$ cat src/gp6_defs.vh
`ifndef GP6_DEFS_VH
`define GP6_DEFS_VH

// port geometry
`define GP6_PINS 6
`define GP6_REG_W 8

// byte addresses of the registers
`define GP6_ADDR_PORT 8'h00
`define GP6_ADDR_DIR 8'h04
`define GP6_ADDR_LAT 8'h08
`define GP6_ADDR_ANA 8'h0c
`define GP6_ADDR_WPU 8'h10
`define GP6_ADDR_ODC 8'h14
`define GP6_ADDR_SLR 8'h18
`define GP6_ADDR_THR 8'h1c

// word indices (address bits 7:2)
`define GP6_IDX_PORT 6'h00
`define GP6_IDX_DIR 6'h01
`define GP6_IDX_LAT 6'h02
`define GP6_IDX_ANA 6'h03
`define GP6_IDX_WPU 6'h04
`define GP6_IDX_ODC 6'h05
`define GP6_IDX_SLR 6'h06
`define GP6_IDX_THR 6'h07

// reset values
`define GP6_RST_DIR 6'h3f
`define GP6_RST_LAT 6'h00
`define GP6_RST_ANA 6'h3f
`define GP6_RST_WPU 6'h00
`define GP6_RST_ODC 6'h00
`define GP6_RST_SLR 6'h3f
`define GP6_RST_THR 6'h3f

// bus answers
`define GP6_RESP_OKAY 2'h0
`define GP6_RESP_SLVERR 2'h2

`endif

$ cat src/gp6_port.v
// Implementation choices: the address map and register access over AXI4-Lite.
`include "gp6_defs.vh"
`default_nettype none

// Function
// - six two-way pins; direction bit one puts driver in high impedance
// - direction bit zero enables driver and drives the output latch bit
// - port register reads pin levels; writes go into the output latch
// - port writes sample pins, merge written data, store into latch
// - latch keeps whichever of latch or port write came last
// - direction bits gate drivers even for analog pins
// - analog-selected pins read as zero digitally
// - analog select never changes digital output drive
// - analog select bits reset to analog; software clears them
// - threshold bit one picks schmitt input, zero picks ttl input
// - open-drain bit one sinks only; zero is push-pull
// - i2c ownership forces open-drain without the open-drain bit
// - slew bit one limits slew; zero drives at full rate
// - one weak pull-up enable bit per pin in its own register
// - after reset the latch is the output source; pin-select picks others
// - port register holds pins in bits 5..0; bits 7..6 read zero
// - pull-up off for outputs, except open-drain while driving high

module gp6_port (
    input wire aclk,                  // system clock, 25 MHz
    input wire aresetn,               // synchronous reset, active low
    // axi4-lite write address
    input wire [7:0] s_axi_awaddr,    // write byte address
    input wire [2:0] s_axi_awprot,    // protection, unused
    input wire s_axi_awvalid,         // write address valid
    output reg s_axi_awready,         // write address ready
    // axi4-lite write data
    input wire [31:0] s_axi_wdata,    // write data
    input wire [3:0] s_axi_wstrb,     // byte enables
    input wire s_axi_wvalid,          // write data valid
    output reg s_axi_wready,          // write data ready
    // axi4-lite write response
    output reg [1:0] s_axi_bresp,     // write response
    output reg s_axi_bvalid,          // write response valid
    input wire s_axi_bready,          // write response ready
    // axi4-lite read address
    input wire [7:0] s_axi_araddr,    // read byte address
    input wire [2:0] s_axi_arprot,    // protection, unused
    input wire s_axi_arvalid,         // read address valid
    output reg s_axi_arready,         // read address ready
    // axi4-lite read data
    output reg [31:0] s_axi_rdata,    // read data
    output reg [1:0] s_axi_rresp,     // read response
    output reg s_axi_rvalid,          // read data valid
    input wire s_axi_rready,          // read data ready
    // pads
    input wire [5:0] pin_levels_ttl,  // pad levels through ttl receivers
    input wire [5:0] pin_levels_st,   // pad levels through schmitt receivers
    output wire [5:0] pin_levels_o,   // pad output levels
    output wire [5:0] pin_levels_oe,  // pad driver enables, high = driving
    output wire [5:0] pullup_on,      // weak pull-ups switched on
    output wire [5:0] slew_limited,   // slew-limited drive per pad
    // peripheral pin-select side
    input wire [5:0] alt_sel,         // peripheral output chosen per pin
    input wire [5:0] alt_out,         // peripheral output values
    input wire [5:0] i2c_own,         // i2c peripheral owns the pin
    output reg [5:0] pin_din_q        // digital input levels for peripherals and change detect
);

// --------------------------------------------------------------------
// registers and wires
// --------------------------------------------------------------------
reg [5:0] pin_direction_bits_q;
reg [5:0] output_latch_bits_q;
reg [5:0] analog_select_bits_q;
reg [5:0] pullup_enable_bits_q;
reg [5:0] open_drain_bits_q;
reg [5:0] slew_limit_bits_q;
reg [5:0] input_threshold_bits_q;
reg [5:0] wr_idx_q;
reg [31:0] wr_data_q;
reg [3:0] wr_strb_q;
reg [5:0] lat_d;
reg [31:0] rd_word;
reg rd_ok;
reg wr_ok;
wire [5:0] ttl_s;
wire [5:0] st_s;
wire [5:0] pin_levels;
wire [5:0] port_merge;
wire wr_go;

// --------------------------------------------------------------------
// pad input path
// --------------------------------------------------------------------

// both receiver outputs come from the pads and must be synchronised
gp6_sync #(
    .WIDTH(6)
) u_sync_ttl (
    .aclk(aclk),
    .aresetn(aresetn),
    .async_i(pin_levels_ttl),
    .sync_q(ttl_s)
);

gp6_sync #(
    .WIDTH(6)
) u_sync_st (
    .aclk(aclk),
    .aresetn(aresetn),
    .async_i(pin_levels_st),
    .sync_q(st_s)
);

// threshold selection then analog gating of the digital buffer
assign pin_levels = (input_threshold_bits_q & st_s | ~input_threshold_bits_q & ttl_s)
    & ~analog_select_bits_q;

// digital level to peripherals and change detection uses the same threshold
always @(posedge aclk) begin
    if (!aresetn) begin
        pin_din_q <= 6'h00;
    end else begin
        pin_din_q <= pin_levels;
    end
end

// --------------------------------------------------------------------
// pad drive stages
// --------------------------------------------------------------------

// one drive stage per pin; analog select is deliberately not an input
genvar gi;
generate
    for (gi = 0; gi < `GP6_PINS; gi = gi + 1) begin : g_pin
        gp6_pin u_pin (
            .aclk(aclk),
            .aresetn(aresetn),
            .dir_in(pin_direction_bits_q[gi]),
            .lat(output_latch_bits_q[gi]),
            .od(open_drain_bits_q[gi]),
            .i2c_own(i2c_own[gi]),
            .alt_sel(alt_sel[gi]),
            .alt_out(alt_out[gi]),
            .wpu(pullup_enable_bits_q[gi]),
            .slew(slew_limit_bits_q[gi]),
            .pad_out_q(pin_levels_o[gi]),
            .pad_oe_q(pin_levels_oe[gi]),
            .pullup_q(pullup_on[gi]),
            .slew_q(slew_limited[gi])
        );
    end
endgenerate

// --------------------------------------------------------------------
// write channel handshake
// --------------------------------------------------------------------

// a write runs once address and data are both held and no response waits
assign wr_go = ~s_axi_awready & ~s_axi_wready & ~s_axi_bvalid;

// address and data are taken independently, in either order
always @(posedge aclk) begin
    if (!aresetn) begin
        s_axi_awready <= 1'b1;
        s_axi_wready <= 1'b1;
        s_axi_bvalid <= 1'b0;
        s_axi_bresp <= `GP6_RESP_OKAY;
        wr_idx_q <= 6'h00;
        wr_data_q <= 32'h00000000;
        wr_strb_q <= 4'h0;
    end else begin
        if (s_axi_awready && s_axi_awvalid) begin
            s_axi_awready <= 1'b0;
            wr_idx_q <= s_axi_awaddr[7:2];
        end
        if (s_axi_wready && s_axi_wvalid) begin
            s_axi_wready <= 1'b0;
            wr_data_q <= s_axi_wdata;
            wr_strb_q <= s_axi_wstrb;
        end
        if (wr_go) begin
            s_axi_bvalid <= 1'b1;
            s_axi_bresp <= wr_ok ? `GP6_RESP_OKAY : `GP6_RESP_SLVERR;
        end
        if (s_axi_bvalid && s_axi_bready) begin
            s_axi_bvalid <= 1'b0;
            s_axi_awready <= 1'b1;
            s_axi_wready <= 1'b1;
        end
    end
end

// --------------------------------------------------------------------
// register writes
// --------------------------------------------------------------------

// sampled pins merged with the written byte where its lane is enabled
assign port_merge = wr_strb_q[0] ? wr_data_q[5:0] : pin_levels;

// address decode and next latch value
always @* begin
    wr_ok = (wr_idx_q <= `GP6_IDX_THR);
    lat_d = output_latch_bits_q;
    if (wr_idx_q == `GP6_IDX_PORT) begin
        lat_d = port_merge;
    end else if (wr_idx_q == `GP6_IDX_LAT && wr_strb_q[0]) begin
        lat_d = wr_data_q[5:0];
    end
end

// configuration registers; only byte lane 0 carries bits
always @(posedge aclk) begin
    if (!aresetn) begin
        pin_direction_bits_q <= `GP6_RST_DIR;
        output_latch_bits_q <= `GP6_RST_LAT;
        analog_select_bits_q <= `GP6_RST_ANA;
        pullup_enable_bits_q <= `GP6_RST_WPU;
        open_drain_bits_q <= `GP6_RST_ODC;
        slew_limit_bits_q <= `GP6_RST_SLR;
        input_threshold_bits_q <= `GP6_RST_THR;
    end else if (wr_go) begin
        output_latch_bits_q <= lat_d;
        if (wr_strb_q[0]) begin
            case (wr_idx_q)
                `GP6_IDX_DIR: begin
                    pin_direction_bits_q <= wr_data_q[5:0];
                end
                `GP6_IDX_ANA: begin
                    analog_select_bits_q <= wr_data_q[5:0];
                end
                `GP6_IDX_WPU: begin
                    pullup_enable_bits_q <= wr_data_q[5:0];
                end
                `GP6_IDX_ODC: begin
                    open_drain_bits_q <= wr_data_q[5:0];
                end
                `GP6_IDX_SLR: begin
                    slew_limit_bits_q <= wr_data_q[5:0];
                end
                `GP6_IDX_THR: begin
                    input_threshold_bits_q <= wr_data_q[5:0];
                end
                default: begin
                end
            endcase
        end
    end
end

// --------------------------------------------------------------------
// register reads
// --------------------------------------------------------------------

// read decode; upper bits of every register read as zero
always @* begin
    rd_ok = 1'b1;
    rd_word = 32'h00000000;
    case (s_axi_araddr[7:2])
        `GP6_IDX_PORT: begin
            rd_word[5:0] = pin_levels;
        end
        `GP6_IDX_DIR: begin
            rd_word[5:0] = pin_direction_bits_q;
        end
        `GP6_IDX_LAT: begin
            rd_word[5:0] = output_latch_bits_q;
        end
        `GP6_IDX_ANA: begin
            rd_word[5:0] = analog_select_bits_q;
        end
        `GP6_IDX_WPU: begin
            rd_word[5:0] = pullup_enable_bits_q;
        end
        `GP6_IDX_ODC: begin
            rd_word[5:0] = open_drain_bits_q;
        end
        `GP6_IDX_SLR: begin
            rd_word[5:0] = slew_limit_bits_q;
        end
        `GP6_IDX_THR: begin
            rd_word[5:0] = input_threshold_bits_q;
        end
        default: begin
            rd_ok = 1'b0;
        end
    endcase
end

// read channel: data one cycle after the address is taken
always @(posedge aclk) begin
    if (!aresetn) begin
        s_axi_arready <= 1'b1;
        s_axi_rvalid <= 1'b0;
        s_axi_rdata <= 32'h00000000;
        s_axi_rresp <= `GP6_RESP_OKAY;
    end else if (s_axi_arready && s_axi_arvalid) begin
        s_axi_arready <= 1'b0;
        s_axi_rvalid <= 1'b1;
        s_axi_rdata <= rd_word;
        s_axi_rresp <= rd_ok ? `GP6_RESP_OKAY : `GP6_RESP_SLVERR;
    end else if (s_axi_rvalid && s_axi_rready) begin
        s_axi_rvalid <= 1'b0;
        s_axi_arready <= 1'b1;
    end
end

endmodule

`default_nettype wire

$ cat src/gp6_sync.v
`default_nettype none

// --------------------------------------------------------------------
// two-stage synchroniser for asynchronous pad levels
// --------------------------------------------------------------------
module gp6_sync #(
    parameter WIDTH = 6
) (
    input wire aclk,                 // system clock
    input wire aresetn,              // synchronous reset, active low
    input wire [WIDTH-1:0] async_i,  // level from outside the clock domain
    output reg [WIDTH-1:0] sync_q    // level safe to use
);

reg [WIDTH-1:0] meta_q;

// first stage is read only by the second stage
always @(posedge aclk) begin
    if (!aresetn) begin
        meta_q <= {WIDTH{1'b0}};
        sync_q <= {WIDTH{1'b0}};
    end else begin
        meta_q <= async_i;
        sync_q <= meta_q;
    end
end

endmodule

`default_nettype wire

$ cat src/gp6_pin.v
`default_nettype none

// --------------------------------------------------------------------
// drive stage of one pad: output source, drive mode, pull-up, slew
// --------------------------------------------------------------------
module gp6_pin (
    input wire aclk,        // system clock
    input wire aresetn,     // synchronous reset, active low
    input wire dir_in,      // direction bit, 1 = input
    input wire lat,         // output latch bit
    input wire od,          // open-drain bit
    input wire i2c_own,     // i2c peripheral owns the pin
    input wire alt_sel,     // pin-select chose a peripheral output
    input wire alt_out,     // peripheral output value
    input wire wpu,         // pull-up enable bit
    input wire slew,        // slew-limit bit
    output reg pad_out_q,   // level driven onto the pad
    output reg pad_oe_q,    // pad driver enabled, active high
    output reg pullup_q,    // weak pull-up switched on
    output reg slew_q       // slew-limited drive selected
);

wire src;
wire od_eff;
wire drive;

// latch is the source unless pin-select picked a peripheral; analog select plays no part
assign src = alt_sel ? alt_out : lat;
// i2c forces open-drain whatever the open-drain bit says
assign od_eff = od | i2c_own;
// direction gates the driver; open-drain only ever sinks
assign drive = ~dir_in & (~od_eff | ~src);

// registered pad controls
always @(posedge aclk) begin
    if (!aresetn) begin
        pad_out_q <= 1'b0;
        pad_oe_q <= 1'b0;
        pullup_q <= 1'b0;
        slew_q <= 1'b1;
    end else begin
        pad_out_q <= od_eff ? 1'b0 : src;
        pad_oe_q <= drive;
        pullup_q <= wpu & (dir_in | (od_eff & src));
        slew_q <= slew;
    end
end

endmodule

`default_nettype wire

$ cat config.mk
export PLATFORM = sky130hd
export DESIGN_NAME = gp6_port
export DESIGN_NICKNAME = d
export VERILOG_FILES = /design/src/gp6_port.v /design/src/gp6_sync.v /design/src/gp6_pin.v
export VERILOG_INCLUDE_DIRS = /design/src
export SDC_FILE = /design/constraint.sdc
export NUM_CORES = 1
export LEC_CHECK = 0
export ABC_CLOCK_PERIOD_IN_PS = 4900
export BUFFER_PORTS_ARGS = -buffer_cell sky130_fd_sc_hd__buf_2
export CAP_MARGIN = 40
export CORE_MARGIN = 1
export CORE_UTILIZATION = 50
export CTS_CLUSTER_DIAMETER = 100
export DETAILED_ROUTE_END_ITERATION = 8
export HOLD_SLACK_MARGIN = 0.06
export PLACE_DENSITY_LB_ADDON = 0.08
export REMOVE_ABC_BUFFERS = 1
export SLEW_MARGIN = 40
export SYNTH_ARGS = -nofsm -noshare
export SYNTH_HDL_FRONTEND = slang
export SYNTH_SLANG_ARGS = --single-unit
export TNS_END_PERCENT = 5
$ cat constraint.sdc
create_clock -name aclk -period 4.9 [get_ports aclk]
set_clock_uncertainty 0.1 [all_clocks]
set_input_delay 0.49 -clock aclk [delete_from_list [all_inputs] [get_ports aclk]]
set_output_delay 0.49 -clock aclk [all_outputs]
set_load 0.01 [all_outputs]
==> impl_metrics.py, run 1 <==
metrics = {
    "status": {
        "status": "finished clean",
    },
    "placed_design": {
        "placed_cell_area_mm2": 0.00538,
        "dp_cells": 718,
        "port_buffers": 98,
        "gp_congestion": 0.771,
        "hpwlAfterDp_um": 7140,
    },
    "setup_path": {
        "timing.rr.start": "s_axi_wready",
        "reg2reg_depth": 4,
        "cp-end-kind": "register",
        "path_class": "reg2reg",
        "cp.required_ns": 5.17,
        "ff2ff_setup_slack_ns": 2.67,
        "rr_endpoint": "pin_direction_bits_q[1]",
        "critPathMaxFanout": 12,
        "worstPathArrival_ns": 2.50,
        "critPathLaunchType": "register",
    },
    "cts": {
        "clock_sinks": 122,
        "h-tree-depth": 4,
        "cts_resized": 0,
        "numCtsBuffers": 17,
        "cts_hold_buf": 0,
        "cts_root_buffer": "clkbuf_8",
        "clock_latency_ns": 0.51,
        "path_clk_slew_ns": 0.06,
        "cts_tree": "done",
        "clk_path_buf_depth": 2,
        "postCtsSetupBuffers": 0,
    },
    "floorplanning": {
        "die_x_um": 103,
        "io_pins": 166,
        "start_util": 0.517,
        "die_h_um": 103,
        "dieArea_mm2": 0.0106,
        "core.rowCount": 36,
        "coreArea_mm2": 0.00982,
    },
    "synthesis": {
        "synth_warnings": 0,
        "synth_edf_count": 0,
        "syn_area_mm2": 0.00508,
        "synth_flop_cell": "dfxtp_1",
        "ys_ff_latch": 122,
        "syn_inst": 533,
        "ys_seq_area_frac": 0.481,
        "yosys.cell_types.count": 41,
        "synth_async_sr_flop_share": 0,
        "syn_avg_cell_area_um2": 9.53,
    },
    "drt": {
        "vias": 3829,
        "postRouteAntennaNets": 0,
        "drt_iter0_markers": 121,
        "post_drt_wl_per_cell_um": 14.6,
        "dr.pass1.iters": 5,
        "routed_wl_um": 10900,
        "drc": 0,
        "vias_per_cell": 5.11,
    },
    "sta": {
        "fin_setup_tns_ns": 0,
        "fin_crit_sh": 0.455,
        "slew_headroom": 0.474,
        "setup-violations-final": 0,
        "hold_viol": 0,
        "fmax_mhz": 449,
        "slew_viol_final": 0,
        "fin_crit_ns": 2.23,
        "rsz0062_at_grt": "no",
        "worst_pin_slew_ns": 0.783,
        "hold_ws_ns": 0.0879,
    },
    "power_and_ir_drop": {
        "power_switching_mw": 0.533,
        "seqPwrFrac": 0.425,
        "p_clk_frac": 0.516,
        "irDropWorstVdd_v": 0.000224,
        "p_int_mw": 1.91,
        "p_comb_frac": 0.059,
        "swShare": 0.218,
        "powerDensity_mw_per_mm2": 409,
        "leakage_nw": 2.64,
    },
    "finish": {
        "area_growth_pct": 17.8,
        "layout.cells.non_filler": 750,
        "drive_gt1_frac": 0.253,
        "finalInstanceArea_mm2": 0.00599,
        "layout_common_cells": "122 x dfxtp_1, 97 x buf_2, 68 x nand2_1",
        "nets": 699,
        "diodes": 0,
        "final_common_cell": "dfxtp_1",
    },
    "grt": {
        "grt_pass1_vias": 3571,
        "use_met3": 0.0542,
        "grt.total_usage": 0.220,
        "top_usage_layer": "met2",
        "grt_max_degree": 60,
        "grt_pass1_wl_um": 17200,
        "antenna_found_initial": 0,
        "gr-total-overflow": 0,
        "grt_use_met1": 0.267,
        "use_met2": 0.369,
    },
    "hold_path": {
        "min_to": "u_sync_st.meta_q[0]",
        "hold_path_depth": 2,
        "hp-class": "in2reg",
        "hold_path_startpoint": "pin_levels_st[0]",
    },
    "run": {
        "maxCapViolations": 0,
    },
}
## how the worst max path moves through the flow
stage	end	slack (ns)	start
finish	pin_direction_bits_q[1]	2.67	s_axi_wready
global route	pin_direction_bits_q[0]	2.57	s_axi_wready
CTS	pin_direction_bits_q[3]	2.67	s_axi_wready
detailed placement	pin_direction_bits_q[1]	2.68	s_axi_wready
global placement	pin_direction_bits_q[1]	2.67	s_axi_wready
floorplan	analog_select_bits_q[0]	3.01	s_axi_wready
## sequential cells by signal, summed over array words and instances, names as in the netlist, 6 cells and up
register / count
output_latch_bits_q: 6
input_threshold_bits_q: 6
open_drain_bits_q: 6
pullup_enable_bits_q: 6
wr_data_q: 6
u_sync_ttl.sync_q: 6
g_pin.u_pin.pullup_q: 6
u_sync_st.sync_q: 6
pin_direction_bits_q: 6
wr_idx_q: 6
analog_select_bits_q: 6
u_sync_st.meta_q: 6
g_pin.u_pin.pad_out_q: 6
s_axi_rdata: 6
pin_din_q: 6
g_pin.u_pin.pad_oe_q: 6
u_sync_ttl.meta_q: 6
slew_limit_bits_q: 6
g_pin.u_pin.slew_q: 6
## layer usage
layer / routed length, um / share of wire
met5: 0 / 0
met4: 249 / 0.023
met2: 5180 / 0.47
met3: 755 / 0.069
met1: 4730 / 0.43
## area by class of cell
cell class | instances | area [um^2]
clock inverters | 12 | 173
fillers | 882 | 3830
clock buffers | 20 | 435
inverters | 5 | 18.8
flip-flops and latches | 122 | 2440
well taps | 133 | 166
repair buffers | 103 | 531
multi-input cells | 355 | 2220
## power groups by stage
stage	Combinational, mW	Clock (mW)	Sequential (mW)
after global routing	0.162	1.33	1.04
after floorplan	0.0777	0	1.06
final	0.145	1.26	1.04
after CTS	0.146	1.28	1.04
after detailed placement	0.144	0	1.06
after global placement	0.142	0	1.06
## critical path: stages (launching register included)
cell and delay [ns]:
dfxtp_1 0.41, or3_1 0.51, nor4_4 0.74, mux2i_1 0.27, nand2_1 0.06
## cells in the mapped netlist, types with 4 or more instances
| library cell | instances | area [um^2] |
|---|---|---|
| nand3_1 | 15 | 75.1 |
| nor3b_1 | 6 | 45.0 |
| inv_1 | 4 | 15.0 |
| a211oi_1 | 6 | 45.0 |
| nand4_1 | 4 | 25.0 |
| nand2b_1 | 8 | 50.1 |
| mux4_2 | 5 | 113 |
| or2_2 | 7 | 43.8 |
| buf_4 | 52 | 390 |
| o21ai_0 | 21 | 105 |
| nand3b_1 | 6 | 45.0 |
| nor2_1 | 24 | 90.1 |
| clkbuf_1 | 19 | 71.3 |
| mux2i_1 | 50 | 500 |
| a21oi_1 | 29 | 145 |
| dfxtp_1 | 122 | 2440 |
| nand2_1 | 68 | 255 |
| a31oi_1 | 6 | 37.5 |
| nor3_1 | 12 | 60.1 |
| and2_1 | 36 | 225 |
| mux2_2 | 6 | 67.6 |
## cells by family (layout without fill, tap and decap cells)
kind of cell	Yosys count	in the layout	synth area share
buf+inv	83	140	0.103
other cells	1	28	0.000738
simple gates	200	200	0.209
mux	61	61	0.134
flops	122	122	0.481
compound gates	66	66	0.0724
## stage by stage
step           setup WS [ns]  utilization  total power, mW
2_1_floorplan           3.01            -             1.13
3_3_place_gp            2.67        0.547             1.20
3_5_place_dp            2.68        0.548             1.20
4_1_cts                 2.67        0.610             2.46
5_1_grt                 2.57        0.610             2.53
6_report                2.67        0.610             2.45
Power figures use the tool's default switching activity.
==> run 2, diff against run 1 <==
ABC_CLOCK_PERIOD_IN_PS = 1790   (was 4900)
CORE_UTILIZATION = 46   (was 50)
clock period = 1.79 ns   (was 4.9 ns; I/O delays follow)
==> impl_metrics.py, run 2 (synthesized netlist as in run 1, its figures left out) <==
metrics = {
    "grt": {
        "grt_pass1_vias": 3973,
        "grt_max_degree": 77,
        "grt_pass1_wl_um": 19500,
        "gr-total-overflow": 0,
        "antenna_found_initial": 0,
        "grt.total_usage": 0.224,
    },
    "run": {
        "maxCapViolations": 0,
    },
    "floorplanning": {
        "coreArea_mm2": 0.0108,
        "die_x_um": 107,
        "core.rowCount": 38,
        "start_util": 0.471,
        "io_pins": 166,
        "dieArea_mm2": 0.0115,
        "die_h_um": 107,
    },
    "setup_path": {
        "cp_slowest_stage_delay_ns": 0.42,
        "cpMaxStageDelayCell": "or3_4",
        "path_class": "reg2reg",
        "ff2ff_setup_slack_ns": 0.05,
        "worstPathArrival_ns": 2.03,
        "critPathLaunchType": "register",
        "critPathMaxFanout": 3,
        "cp-end-kind": "register",
        "crit_chain": "or3_4 > nor4_4 > buf_4 > mux2i_1 > nand2_1",
        "cp.required_ns": 2.09,
    },
    "drt": {
        "routed_wl_um": 12200,
        "vias_per_cell": 4.94,
        "dr.pass1.iters": 4,
        "postRouteAntennaNets": 0,
        "drc": 0,
        "post_drt_wl_per_cell_um": 14.4,
        "drt_iter0_markers": 179,
        "vias": 4186,
    },
    "cts": {
        "path_clk_slew_ns": 0.06,
        "cts_tree": "done",
        "numCtsBuffers": 17,
        "clock_sinks": 122,
        "cts_root_buffer": "clkbuf_8",
        "h-tree-depth": 4,
        "clk_path_buf_depth": 2,
        "clock_latency_ns": 0.52,
    },
    "placed_design": {
        "gp_congestion": 0.798,
        "pre_cts_slack_ns": -0.0286,
        "port_buffers": 98,
        "hpwlAfterDp_um": 7640,
    },
    "finish": {
        "diodes": 0,
        "drive_gt1_frac": 0.253,
        "nFillCells": 908,
        "final_common_cell": "dfxtp_1",
        "layout_common_cells": "122 x dfxtp_1, 97 x buf_2, 73 x dlygate4sd3_1",
        "area_growth_pct": 35.8,
        "nets": 790,
    },
    "power_and_ir_drop": {
        "p_int_mw": 5.20,
        "total_power_mw": 6.80,
        "p_clk_frac": 0.498,
        "swShare": 0.235,
        "powerDensity_mw_per_mm2": 986,
        "irDropWorstVdd_v": 0.000507,
        "seqPwrFrac": 0.417,
        "leakage_nw": 3.04,
        "p_comb_frac": 0.085,
        "power_switching_mw": 1.60,
    },
    "sta": {
        "slew_viol_final": 0,
        "hold_ws_ns": 0.146,
        "fin_crit_ns": 1.74,
        "fmax_mhz": 576,
        "setup-violations-final": 0,
        "setup_ws_ns": 0.0545,
        "rsz0062_at_grt": "yes",
        "fin_crit_sh": 0.970,
        "hold_viol": 0,
    },
    "status": {
        "status": "finished clean",
    },
    "hold_path": {
        "hp-class": "in2reg",
    },
}
run 2: layout make-up:
| cell class | instances | area, um^2 | share of cell area |
|---|---|---|---|
| inverter | 5 | 18.8 | 0.00272 |
| sequential | 122 | 2440 | 0.354 |
| tap | 140 | 175 | 0.0254 |
| clock buffer | 17 | 414 | 0.0600 |
| timing repair buffer | 194 | 1440 | 0.208 |
| clock inverter | 15 | 176 | 0.0256 |
| multi-input combinational | 355 | 2230 | 0.324 |
run 2: routing by layer:
metal	global-route usage	up-vias	wire [um]
li1	-	2061	-
met1	0.279	1988	5610
met2	0.369	121	5860
met3	0.0590	16	572
met4	0.0881	0	210
met5	0	-	0
run 2: per-stage QoR:
stage	setup TNS [ns]	cell area (um^2)	util	instances
floorplan	-1.14	4680	-	482
global placement	0	5550	0.514	743
detailed placement	-0.121	5550	0.514	743
CTS	0	6880	0.637	848
global route	-0.0625	6900	0.639	848
finish	0	6900	0.639	848
run 2: repair_timing:
item,CTS,global route
pin swaps,0,2
setup endpoints to repair,12,30
gates resized for setup,1,6
buffers inserted,0,0
endpoints found under the hold margin,59,0
hold buffers,73,0
run 2: power by group through the flow:
stage               Sequential [mW]  Clock, mW  Combinational [mW]
finish                         2.84       3.39               0.580
global route                   2.84       3.58               0.636
CTS                            2.83       3.44               0.567
detailed placement             2.89          0               0.441
global placement               2.89          0               0.435
floorplan                      2.89          0               0.213
run 2: worst max-delay path, delay by kind of cell (launching register included):
| family | cells | cell delay (ns) |
|---|---|---|
| mux | 1 | 0.20 |
| flops | 1 | 0.31 |
| buf+inv | 1 | 0.20 |
| simple gates | 3 | 0.81 |
run 2: path summary, 6_finish.rpt:
| check | cells after the start | end | startpoint |
|---|---|---|---|
| worst min-delay path | 4 | s_axi_rdata[5] | s_axi_araddr[2] |
| worst min register to register | 1 | u_sync_ttl.sync_q[0] | u_sync_ttl.meta_q[0] |
| worst max register to register | 5 | pin_direction_bits_q[2] | wr_idx_q[5] |
| worst max-delay path | 5 | pin_direction_bits_q[2] | wr_idx_q[5] |
==> run 3, diff against run 2 <==
ABC_AREA = 1   (was default)
BUFFER_PORTS_ARGS = -buffer_cell sky130_fd_sc_hd__clkbuf_2   (was -buffer_cell sky130_fd_sc_hd__buf_2)
==> impl_metrics.py, run 3 <==
metrics = {
    "placed_design": {
        "placed_cell_area_mm2": 0.00556,
        "hpwlAfterDp_um": 8090,
        "port_buffers": 98,
        "gp_congestion": 0.865,
        "dp_cells": 876,
        "pre_cts_slack_ns": 0.236,
    },
    "drt": {
        "drt-met1-wl_um": 5630,
        "drc": 0,
        "postRouteAntennaNets": 0,
        "post_drt_wl_per_cell_um": 12.3,
        "vias_per_cell": 4.69,
        "highest_layer": "met4",
        "met2WireLength_um": 5380,
        "dr.pass1.iters": 4,
        "met3_length_um": 536,
        "vias": 4501,
        "routed_wl_um": 11800,
        "drt_iter0_markers": 197,
    },
    "sta": {
        "setup-violations-final": 0,
        "fin_crit_ns": 1.65,
        "rsz0062_at_grt": "no",
        "hold_ws_ns": 0.0793,
        "setup_ws_ns": 0.138,
        "hold_viol": 0,
        "slew_viol_final": 0,
        "fmax_mhz": 605,
        "fin_setup_tns_ns": 0,
        "fin_crit_sh": 0.923,
    },
    "grt": {
        "antenna_found_initial": 0,
        "gr-total-overflow": 0,
        "grt_pass1_wl_um": 18900,
        "grt_pass1_vias": 4025,
        "grt.total_usage": 0.212,
        "grt_max_degree": 46,
    },
    "cts": {
        "h-tree-depth": 4,
        "cts_root_buffer": "clkbuf_16",
        "cts_tree": "done",
        "numCtsBuffers": 17,
        "postCtsSetupBuffers": 0,
        "clk_path_buf_depth": 2,
        "clock_latency_ns": 0.41,
        "clock_sinks": 122,
        "path_clk_slew_ns": 0.05,
    },
    "run": {
        "maxCapViolations": 0,
    },
    "finish": {
        "finalInstanceArea_mm2": 0.00663,
        "layout_common_cells": "141 x nand2_1, 122 x dfxtp_1, 98 x clkbuf_2",
        "final_common_cell": "nand2_1",
        "layout.cells.non_filler": 959,
        "nets": 901,
        "diodes": 0,
        "area_growth_pct": 26.3,
        "fin_util": 0.604,
        "drive_gt1_frac": 0.225,
    },
    "setup_path": {
        "path_class": "reg2reg",
        "critPathLaunchType": "register",
        "ff2ff_setup_slack_ns": 0.14,
        "cp.required_ns": 1.98,
        "rr_endpoint": "g_pin[1].u_pin.pullup_q",
        "crit_end": "g_pin[1].u_pin.pullup_q",
        "crit_start": "output_latch_bits_q[1]",
        "cp-end-kind": "register",
        "cpMaxStageDelayCell": "dlygate4sd3_1",
        "timing.rr.start": "output_latch_bits_q[1]",
        "cp_slowest_stage_delay_ns": 0.57,
        "reg2reg_depth": 7,
        "critPathMaxFanout": 2,
        "cpMostUsedCell": "nor2_1",
        "crit_chain": "inv_1 > nor2_1 > a21oi_1 > dlygate4sd3_1 > nor2_1 > o21ai_0 > nor2_1",
        "worstPathArrival_ns": 1.84,
    },
    "status": {
        "status": "finished clean",
    },
    "power_and_ir_drop": {
        "total_power_mw": 6.53,
        "leakage_nw": 3.41,
        "irDropWorstVdd_v": 0.000620,
        "powerDensity_mw_per_mm2": 985,
    },
    "synthesis": {
        "synth_top_family_by_area": "simple AND/OR/NAND/NOR gates",
        "synth_fa_ha_area_frac": 0,
        "synthTopCellsByArea": "dfxtp_1 47%, nand2_1 10%, buf_4 7.7%, inv_1 4.8%, nor2_1 4.2%",
        "synth_warnings": 0,
        "synth_top_area_share": 0.465,
        "synth_edf_count": 0,
        "synth_compound_area_frac": 0.121,
        "netlist_top_cells_count": "141 x nand2_1, 122 x dfxtp_1, 67 x inv_1, 59 x nor2_1, 54 x buf_4",
        "synth_async_sr_flop_share": 0,
        "yosys.cell_types.count": 28,
        "synth_flop_cell": "dfxtp_1",
        "yosysTopAreaCell": "dfxtp_1",
        "syn_inst": 680,
        "synthSimpleGateAreaFrac": 0.253,
        "post-synth-top-count-cell": "nand2_1",
        "ys_seq_area_frac": 0.465,
        "synth_mux_area_frac": 0,
        "synth_xor_area_frac": 0,
        "ys_ff_latch": 122,
        "syn_avg_cell_area_um2": 7.72,
        "syn_area_mm2": 0.00525,
    },
    "floorplanning": {
        "die_h_um": 109,
        "dieArea_mm2": 0.0118,
        "start_util": 0.478,
        "coreArea_mm2": 0.0110,
        "io_pins": 166,
        "die_x_um": 109,
        "core.rowCount": 38,
    },
    "hold_path": {
        "hold_path_startpoint": "alt_out[3]",
        "hp-class": "in2reg",
    },
}
-- run 3: cell count changes after synthesis, moves of 8 or more --
cell / previous run / this run
a21oi_1: 29 / 42
and2_1: 36 / 0
inv_1: 4 / 67
inv_2: 0 / 14
mux2i_1: 50 / 0
nand2_1: 68 / 141
nand2b_1: 8 / 0
nand3_1: 15 / 38
nand4_1: 4 / 13
nor2_1: 24 / 59
o211ai_1: 0 / 18
o21ai_1: 0 / 9
-- run 3: worst min-delay path by stage --
stage | endpoint | slack, ns | cells after the start
floorplan | s_axi_arready | 0.15 | 1
global placement | g_pin[2].u_pin.pad_out_q | 0.26 | 2
detailed placement | u_sync_st.meta_q[1] | 0.26 | 3
CTS | g_pin[3].u_pin.pad_out_q | 0.07 | 3
global route | g_pin[3].u_pin.pad_out_q | 0.07 | 3
finish | g_pin[3].u_pin.pad_oe_q | 0.08 | 4
-- run 3: metal layers --
metal,up-vias,global-route usage
li1,2370,-
met1,1995,0.266
met2,121,0.341
met3,15,0.0568
met4,0,0.0917
met5,-,0
-- run 3: kinds of logic after synthesis --
group / after synthesis
simple gates: 293
buf+inv: 159
other cells: 1
flops: 122
compound gates: 105
-- run 3: report_power, final --
part	total (mW)	switching (mW)	internal [mW]	leakage [nW]
Sequential	2.83	0.0364	2.79	0.995
Clock	3.16	1.19	1.97	0.265
Combinational	0.542	0.327	0.215	2.15
Total	6.53	1.56	4.98	3.41
-- run 3: area by class of cell --
class / instances / area, um^2
fillers: 992 / 4350
clock inverters: 11 / 97.6
well taps: 140 / 175
inverters: 81 / 304
multi-input cells: 426 / 2070
flip-flops and latches: 122 / 2440
clock buffers: 21 / 460
repair buffers: 158 / 1080
-- run 3: timing repair --
item,4_1_cts,5_1_grt
resized for setup,0,1
hold endpoints to repair,43,0
hold buffers,51,0
setup endpoints to repair,0,1
-- run 3: critical path, delay by kind of cell (launching register included) --
family / cells / cell delay [ns]
simple gates: 3 / 0.16
compound gates: 2 / 0.29
flops: 1 / 0.31
buf+inv: 2 / 0.68
